==> config.mk <==
export PLATFORM = sky130hd
export DESIGN_NAME = fpf_feed
export DESIGN_NICKNAME = d
export VERILOG_FILES = /design/src/hdl/fpf_pkg.sv /design/src/hdl/fpf_feed.sv /design/src/hdl/fpf_tick.sv
export SDC_FILE = /design/constraint.sdc
export NUM_CORES = 2
export LEC_CHECK = 0
export BUFFER_PORTS_ARGS = -buffer_cell sky130_fd_sc_hd__buf_2
export CELL_PAD_IN_SITES_DETAIL_PLACEMENT = 0
export CELL_PAD_IN_SITES_GLOBAL_PLACEMENT = 1
export CORE_ASPECT_RATIO = 1.1
export CORE_MARGIN = 4
export CORE_UTILIZATION = 47
export CTS_CLUSTER_SIZE = 24
export DETAILED_ROUTE_END_ITERATION = 8
export PLACE_DENSITY_LB_ADDON = 0.2
export SETUP_SLACK_MARGIN = 0.05
export SYNTH_ARGS = -nofsm -noshare
export SYNTH_HDL_FRONTEND = slang
export SYNTH_SLANG_ARGS = --single-unit
==> constraint.sdc <==
create_clock -name clock -period 10.5 [get_ports clock]
set_input_delay 1.05 -clock clock [delete_from_list [all_inputs] [get_ports clock]]
set_output_delay 1.05 -clock clock [all_outputs]
set_load 0.03 [all_outputs]
==> src/hdl/fpf_pkg.sv <==
// Package: constants and types for the fixed-pitch feed interpolator
package fpf_pkg;
  localparam int FPF_AXES = 3;
  localparam int FPF_TW = 32;
  // Motion cycle period in ns and derived clock count at 200 MHz
  localparam int FPF_CLK_NS = 5;
  localparam int FPF_STEP_NS = 1000;
  localparam int FPF_STEP_CYC = (FPF_STEP_NS / FPF_CLK_NS) < 1 ? 1 : FPF_STEP_NS / FPF_CLK_NS;
  localparam logic [31:0] FPF_POS_RST = 32'h0000_0000;
  localparam logic [31:0] FPF_ZERO = 32'h0000_0000;
  // Feed command as presented by the program side
  typedef struct packed {
    logic three_axis;
    logic signed [FPF_TW-1:0] travel_2;
    logic signed [FPF_TW-1:0] travel_1;
    logic signed [FPF_TW-1:0] travel_0;
  } fpf_cmd_t;
  // Per-axis step pulses toward the servo amplifiers
  typedef struct packed {
    logic [FPF_AXES-1:0] step;
    logic [FPF_AXES-1:0] fwd;
  } fpf_drive_t;
endpackage

==> src/hdl/fpf_feed.sv <==
// Fixed-pitch feed with two or three axis linear interpolation
`timescale 1ns/10ps
module fpf_feed
  import fpf_pkg::*;
#(
  parameter int TW = FPF_TW,
  parameter int DIV = FPF_STEP_CYC
) (
  input wire logic clock, // System clock, 200 MHz
  input wire logic rst, // Synchronous reset, active high
  input wire logic start_input_bit, // Start bit from outside, asynchronous
  input wire fpf_cmd_t cmd, // Travel values and axis count, held during feed
  output fpf_drive_t drive, // Step and direction to the amplifiers
  output logic busy, // Feed in progress
  output logic done, // One-cycle completion pulse
  output logic signed [TW-1:0] pos_0, // Feed current position, axis 0
  output logic signed [TW-1:0] pos_1, // Feed current position, axis 1
  output logic signed [TW-1:0] pos_2 // Feed current position, axis 2
);
  typedef enum logic [1:0] {FPF_IDLE, FPF_RUN, FPF_DONE} fpf_state_t;

  logic tick;
  logic sync1_reg;
  logic sync2_reg;
  logic prev_reg;
  logic start_pulse;
  fpf_state_t state_reg;
  fpf_state_t state_next;
  logic [TW-1:0] mag_reg [FPF_AXES];
  logic [TW-1:0] mag_next [FPF_AXES];
  logic [TW-1:0] err_reg [FPF_AXES];
  logic [TW-1:0] err_next [FPF_AXES];
  logic [TW-1:0] cnt_reg [FPF_AXES];
  logic [TW-1:0] cnt_next [FPF_AXES];
  logic signed [TW-1:0] pos_reg [FPF_AXES];
  logic signed [TW-1:0] pos_next [FPF_AXES];
  logic [FPF_AXES-1:0] fwd_reg;
  logic [FPF_AXES-1:0] fwd_next;
  logic [FPF_AXES-1:0] step_reg;
  logic [FPF_AXES-1:0] step_next;
  logic [TW-1:0] major_reg;
  logic [TW-1:0] major_next;
  logic [TW-1:0] left_reg;
  logic [TW-1:0] left_next;
  logic done_reg;
  logic done_next;
  logic busy_reg;
  logic busy_next;
  logic signed [TW-1:0] trv [FPF_AXES];
  logic [TW-1:0] mag_in [FPF_AXES];

  fpf_tick #(.DIV(DIV)) u_tick (
    .clock(clock),
    .rst(rst),
    .tick(tick)
  );

  // Two-stage synchroniser, then edge detect on the second stage only
  always_ff @(posedge clock) begin
    if (rst) begin
      sync1_reg <= 1'b0;
      sync2_reg <= 1'b0;
      prev_reg <= 1'b0;
    end else begin
      sync1_reg <= start_input_bit;
      sync2_reg <= sync1_reg;
      prev_reg <= sync2_reg;
    end
  end
  assign start_pulse = sync2_reg & ~prev_reg;

  // Unused third axis reads as zero travel in the two-axis variant
  assign trv[0] = cmd.travel_0;
  assign trv[1] = cmd.travel_1;
  assign trv[2] = cmd.three_axis ? cmd.travel_2 : TW'(0);

  // Travel magnitudes; sign becomes direction
  for (genvar a = 0; a < FPF_AXES; a++) begin : g_mag
    assign mag_in[a] = trv[a][TW-1] ? TW'(-trv[a]) : TW'(trv[a]);
  end

  // Bresenham interpolation: the longest axis paces, others step on error overflow
  always_comb begin
    logic [TW-1:0] big;
    logic [TW:0] acc;
    big = '0;
    acc = '0;
    state_next = state_reg;
    major_next = major_reg;
    left_next = left_reg;
    fwd_next = fwd_reg;
    step_next = '0;
    done_next = 1'b0;
    for (int a = 0; a < FPF_AXES; a++) begin
      mag_next[a] = mag_reg[a];
      err_next[a] = err_reg[a];
      cnt_next[a] = cnt_reg[a];
      pos_next[a] = pos_reg[a];
    end
    unique case (state_reg)
      FPF_IDLE: begin
        if (start_pulse) begin
          for (int a = 0; a < FPF_AXES; a++) begin
            if (mag_in[a] > big) begin
              big = mag_in[a];
            end
          end
          for (int a = 0; a < FPF_AXES; a++) begin
            mag_next[a] = mag_in[a];
            err_next[a] = '0;
            cnt_next[a] = '0;
            pos_next[a] = '0;
            fwd_next[a] = ~trv[a][TW-1];
          end
          major_next = big;
          left_next = big;
          // Zero travel everywhere skips motion entirely
          state_next = (big == '0) ? FPF_DONE : FPF_RUN;
        end
      end
      FPF_RUN: begin
        if (tick) begin
          for (int a = 0; a < FPF_AXES; a++) begin
            acc = {1'b0, err_reg[a]} + {1'b0, mag_reg[a]};
            if (acc >= {1'b0, major_reg}) begin
              acc = acc - {1'b0, major_reg};
              step_next[a] = 1'b1;
              cnt_next[a] = cnt_reg[a] + TW'(1);
              pos_next[a] = fwd_reg[a] ? pos_reg[a] + TW'(1) : pos_reg[a] - TW'(1);
            end
            err_next[a] = acc[TW-1:0];
          end
          left_next = left_reg - TW'(1);
          // Major axis has no remainder, so all axes finish on the same tick
          if (left_reg == TW'(1)) begin
            state_next = FPF_DONE;
          end
        end
      end
      FPF_DONE: begin
        done_next = 1'b1;
        state_next = FPF_IDLE;
      end
      default: state_next = FPF_IDLE;
    endcase
    // Busy is registered so the pin never glitches on a state decode
    busy_next = (state_next == FPF_RUN);
  end

  always_ff @(posedge clock) begin
    if (rst) begin
      state_reg <= FPF_IDLE;
      major_reg <= '0;
      left_reg <= '0;
      fwd_reg <= '0;
      step_reg <= '0;
      done_reg <= 1'b0;
      busy_reg <= 1'b0;
      for (int a = 0; a < FPF_AXES; a++) begin
        mag_reg[a] <= '0;
        err_reg[a] <= '0;
        cnt_reg[a] <= '0;
        pos_reg[a] <= TW'(FPF_POS_RST);
      end
    end else begin
      state_reg <= state_next;
      major_reg <= major_next;
      left_reg <= left_next;
      fwd_reg <= fwd_next;
      step_reg <= step_next;
      done_reg <= done_next;
      busy_reg <= busy_next;
      for (int a = 0; a < FPF_AXES; a++) begin
        mag_reg[a] <= mag_next[a];
        err_reg[a] <= err_next[a];
        cnt_reg[a] <= cnt_next[a];
        pos_reg[a] <= pos_next[a];
      end
    end
  end

  assign drive.step = step_reg;
  assign drive.fwd = fwd_reg;
  assign busy = busy_reg;
  assign done = done_reg;
  assign pos_0 = pos_reg[0];
  assign pos_1 = pos_reg[1];
  assign pos_2 = pos_reg[2];

  // Assertions
  a_zero_at_start: assert property (@(posedge clock) disable iff (rst)
    (state_reg == FPF_IDLE && start_pulse)
    |=> (pos_reg[0] == 0 && pos_reg[1] == 0 && pos_reg[2] == 0))
    else $error("position not cleared at start");
  a_zero_travel_done: assert property (@(posedge clock) disable iff (rst)
    (state_reg == FPF_IDLE && start_pulse && mag_in[0] == 0 && mag_in[1] == 0 && mag_in[2] == 0)
    |=> ##1 (done_reg && step_reg == 0))
    else $error("zero travel did not complete at once");
  a_done_full_travel: assert property (@(posedge clock) disable iff (rst)
    $rose(done_reg) |-> (cnt_reg[0] == mag_reg[0] && cnt_reg[1] == mag_reg[1]
    && cnt_reg[2] == mag_reg[2]))
    else $error("completion before full travel");
  a_dir_forward: assert property (@(posedge clock) disable iff (rst)
    (step_reg[0] && fwd_reg[0]) |-> (pos_reg[0] == $past(pos_reg[0]) + 1))
    else $error("forward step did not increase position");
  a_dir_reverse: assert property (@(posedge clock) disable iff (rst)
    (step_reg[0] && !fwd_reg[0]) |-> (pos_reg[0] == $past(pos_reg[0]) - 1))
    else $error("reverse step did not decrease position");
  a_interp_bound: assert property (@(posedge clock) disable iff (rst)
    (state_reg == FPF_RUN) |-> (cnt_reg[0] <= mag_reg[0] && cnt_reg[1] <= mag_reg[1]
    && cnt_reg[2] <= mag_reg[2]))
    else $error("axis overran its travel");
  a_two_axis_still: assert property (@(posedge clock) disable iff (rst)
    (state_reg == FPF_RUN && mag_reg[2] == 0) |-> ##1 !step_reg[2])
    else $error("idle axis stepped");
  a_start_edge: assert property (@(posedge clock) disable iff (rst)
    (state_reg == FPF_IDLE && !start_pulse) |=> state_reg == FPF_IDLE)
    else $error("feed started without edge");
endmodule // fpf_feed

==> src/hdl/fpf_tick.sv <==
// Motion cycle enable divider
`timescale 1ns/10ps
module fpf_tick
  import fpf_pkg::*;
#(
  parameter int DIV = FPF_STEP_CYC
) (
  input wire logic clock, // System clock
  input wire logic rst, // Synchronous reset
  output logic tick // One-cycle motion cycle enable
);
  logic [15:0] cnt_reg;
  logic [15:0] cnt_next;
  logic tick_reg;
  logic tick_next;

  // Free-running divider, wraps at DIV
  always_comb begin
    tick_next = 1'b0;
    cnt_next = cnt_reg + 16'h0001;
    if (cnt_reg == 16'(DIV - 1)) begin
      cnt_next = 16'h0000;
      tick_next = 1'b1;
    end
  end

  always_ff @(posedge clock) begin
    if (rst) begin
      cnt_reg <= 16'h0000;
      tick_reg <= 1'b0;
    end else begin
      cnt_reg <= cnt_next;
      tick_reg <= tick_next;
    end
  end

  assign tick = tick_reg;
endmodule // fpf_tick

==> reports/qor.csv <==
stage,metric,value,unit
timing,relative slew slack,23.70,%
layout,synthesis-to-layout area growth,11.63,%
detailed_routing,Post-route DRC,0,
detailed_routing,First-pass DRT Iterations,5,
floorplan,Die ar.,73270,um^2
outcome,status,finished clean,
placed_design,Detail Placement HPWL,84930,um
yosys,Post-Synthesis Cells,4244,
power,Worst VDD drop,0.0001105,V
global_route,antenna violations before repair,0,
yosys,"FFs w/ async S/R, synth",0,%
detailed_routing,drt total wl,111100,um
power,Reg power frac,31.6,%
clock_network,clk root buf,clkbuf_16,
placed_design,pre-CTS setup slack,0.5553,ns
detailed_routing,WL met2,49800,um
placed_design,number of port buffers,203,
worst_setup_path,r2r worst-path depth,24,
global_route,number of global-route vias before repair,29840,
floorplan,initial core utilization,47.65,%
clock_network,hold buffers post-CTS,0,
yosys,register bit total from synthesis,382,
timing,setup TNS,0,ns
clock_network,CTS tree,yes,
worst_setup_path,CP max-delay cell,o31ai_4,
yosys,syn nets,4705,
placed_design,GPL Wtd Cong,0.9841,
timing,worst slew pin tran,1.145,ns
worst_setup_path,CP Launch Type,primary input,
timing,setup violators final,0,
global_route,grt total ovfl,0,
detailed_routing,Via density,5.947,
layout,layout cells sized above 1,9.932,%
clock_network,Post CTS Setup Buffer Count,0,
clock_network,Worst-Skew Late Latency,0.61,ns
worst_setup_path,worst r2r src,mag_reg[0][0],
floorplan,core box area,68070,um^2
detailed_routing,DR iter-0 viols,2466,
worst_setup_path,kind of critical path,primary input to register,
timing,Final Hold Viols,0,
floorplan,Die Height,283.5,um
worst_setup_path,Crit path max-delay family,simple AND/OR/NAND/NOR gates,
worst_setup_path,reg-to-reg endpoint,pos_reg[0][31],
timing,RSZ-0062 raised after global routing,no,
layout,n_diodes,0,
worst_hold_path,Hold Path Sink,u_tick.cnt_reg[0],
layout,final std cells w/o fill,5348,
floorplan,num ports,204,
timing,"Min Clock Period, post-route",9.453,ns
layout,Reg area,7647,um^2
worst_setup_path,CP Max Fanout,21,
global_route,largest net degree at the start of global routing,94,
power,Pint,0.003098,W
power,net switching power,0.001698,W
detailed_routing,Final ANT Viol Nets,0,
power,Cell Pwr Density,132.5,nW/um^2
power,Sw Share,35.41,%
worst_setup_path,critical path data arrival time,10.00,ns
worst_hold_path,hold_sp,u_tick.cnt_reg[0],
worst_setup_path,critical path endpoint category,register,
yosys,mean post-synth cell area,7.642,um^2
yosys,"EDFF count, synth",0,
global_route,first-pass GRT wire length,170900,um
floorplan,Rows,100,
timing,Tcrit/Tclk final,90.03,%
worst_setup_path,"Largest stage delay, worst path",0.63,ns
placed_design,DP Area,34540,um^2
yosys,ys flop type,dfxtp_1,
power,Comb power frac,32.0,%
layout,Fill cells,6764,
clock_network,H-Tree Depth,2,
clock_network,TritonCTS Sinks,382,
layout,Multi-input gate area,23590,um^2
detailed_routing,routed vias,31800,
worst_setup_path,R2R Setup Slk,3.02,ns
timing,Worst Clk Skew,0.02798,ns
global_route,total track usage,28.86,%
floorplan,chip width,258.5,um
yosys,Syn. warnings,0,
detailed_routing,WL/cell,20.78,um
clock_network,CTS Buf Count,48,
layout,nets,4852,
layout,post-route cell area,36200,um^2
yosys,post-synthesis cell area,32430,um^2
yosys,Netlist cell types,91,
timing,Max Clock Freq,105.8,MHz
worst_hold_path,Worst Hold Depth,1,
clock_network,post-CTS sizing,0,
run,max cap viols,0,
placed_design,DP Cell Count,5259,
power,share of total power in the clock network,36.4,%
worst_setup_path,worst path required time,11.05,ns
worst_hold_path,Min-Delay Path Class,register to register,
detailed_routing,uppermost layer routed,met4,
power,Leak,16.17,nW
worst_setup_path,Bufs and invs on worst path,4,
clock_network,clock buffer depth,3,
clock_network,clock-pin slew on the worst setup and hold paths,0.05,ns
timing,fin worst setup slack,1.047,ns
yosys,"Seq/Total Area, Yosys",23.58,%
detailed_routing,met1 WL,50590,um
timing,Max Slew Vio Count,0,
detailed_routing,met3 WL post-DR,5976,um
==> per-stage QoR <==
stage / hold slack, ns / util [%] / power (W)
2_1_floorplan: 0.4138 / - / 0.002599
3_3_place_gp: 0.4301 / 50.75 / 0.003051
3_5_place_dp: 0.4327 / 50.75 / 0.003049
4_1_cts: 0.4516 / 53.19 / 0.004804
5_1_grt: 0.4675 / 53.19 / 0.005029
6_report: 0.4467 / 53.19 / 0.004797
==> logic make-up after synthesis <==
group / Yosys count / synth area share, %
xor gates and xnor gates: 342 / 9.306
DFF: 382 / 23.58
muxes: 61 / 2.010
buffers and inverters: 335 / 3.935
AOI/OAI and AO/OA: 1370 / 27.26
and+or+nand+nor: 1393 / 19.78
adders and majority gates: 361 / 14.14
==> power by group through the flow <==
stage | Combinational, W | Clock [W] | Sequential (W)
6_report | 0.00153 | 0.00175 | 0.00152
3_3_place_gp | 0.00151 | 0 | 0.00154
5_1_grt | 0.00167 | 0.00184 | 0.00152
3_5_place_dp | 0.00150 | 0 | 0.00155
2_1_floorplan | 0.00107 | 0 | 0.00153
4_1_cts | 0.00151 | 0.00178 | 0.00151
==> placed cells by master (no fill, tap or decap), types with 13 or more instances in the layout <==
master     synthesis  routed
nor2_1           443     440
a21oi_1          432     431
nand2_1          415     415
dfxtp_1          382     382
ha_1             352     352
o21ai_0          237     237
buf_2              3     202
xnor2_1          193     193
a21o_1           163     163
inv_1            157     157
xor2_1           146     146
nand3_1          134     134
a211oi_1         110     110
nor3_1            98      95
a22oi_1           70      70
buf_4              0      69
nand4_1           50      50
clkbuf_16          0      49
o31ai_1           49      48
nor2b_1           48      47
o21bai_1          42      42
nand2b_1          41      41
a31oi_1           34      34
or3_1             32      32
mux2i_1           32      32
o21a_1            32      32
mux2_2            27      27
nor4_1            27      26
and3_1            22      22
o22ai_1           20      20
o41ai_1           15      15
and2_1            15      15
or4_1             14      14
a222oi_1          14      14
clkbuf_8           0      14
o211ai_1          13      13
==> final cells by class <==
type                    instances  share of cell area [%]
clock inverters                16                  0.5633
repair buffers                273                   4.320
flip-flops and latches        382                   21.12
inverters                     159                   1.649
multi-input cells            3527                   65.15
well taps                     918                   3.173
clock buffers                  73                   4.023
==> Yosys cell counts (all sizes together) (41+ instances only) <==
library cell / number / share of area (%)
nand3: 134 / 2.1
clkbuf: 166 / 1.9
inv: 158 / 1.8
a211oi: 110 / 2.5
xnor2: 193 / 5.2
o21bai: 42 / 0.97
nor2b: 48 / 0.93
nand2b: 41 / 0.79
dfxtp: 382 / 24
o21ai: 241 / 3.7
a21oi: 432 / 6.7
ha: 352 / 14
nor3: 100 / 1.6
a22oi: 70 / 1.6
a21o: 163 / 3.8
xor2: 149 / 4.1
nand4: 50 / 0.96
nor2: 443 / 5.1
nand2: 415 / 4.8
o31ai: 50 / 1.2
==> how the worst max path moves through the flow <==
stage | from | endpoint | cells after the start
2_1_floorplan | cmd[8] | state_reg[1] | 36
3_3_place_gp | cmd[7] | state_reg[1] | 31
3_5_place_dp | cmd[7] | state_reg[1] | 31
5_1_grt | cmd[3] | state_reg[1] | 33
4_1_cts | cmd[7] | state_reg[1] | 31
6_report | cmd[7] | state_reg[1] | 31
==> layer usage <==
layer | GRT usage (%) | vias up
met1 | 39.10 | 14870
met5 | 0 | -
li1 | - | 15820
met4 | 10.77 | 0
met2 | 47.15 | 908
met3 | 3.490 | 206
(Power assumes the default switching activity.)
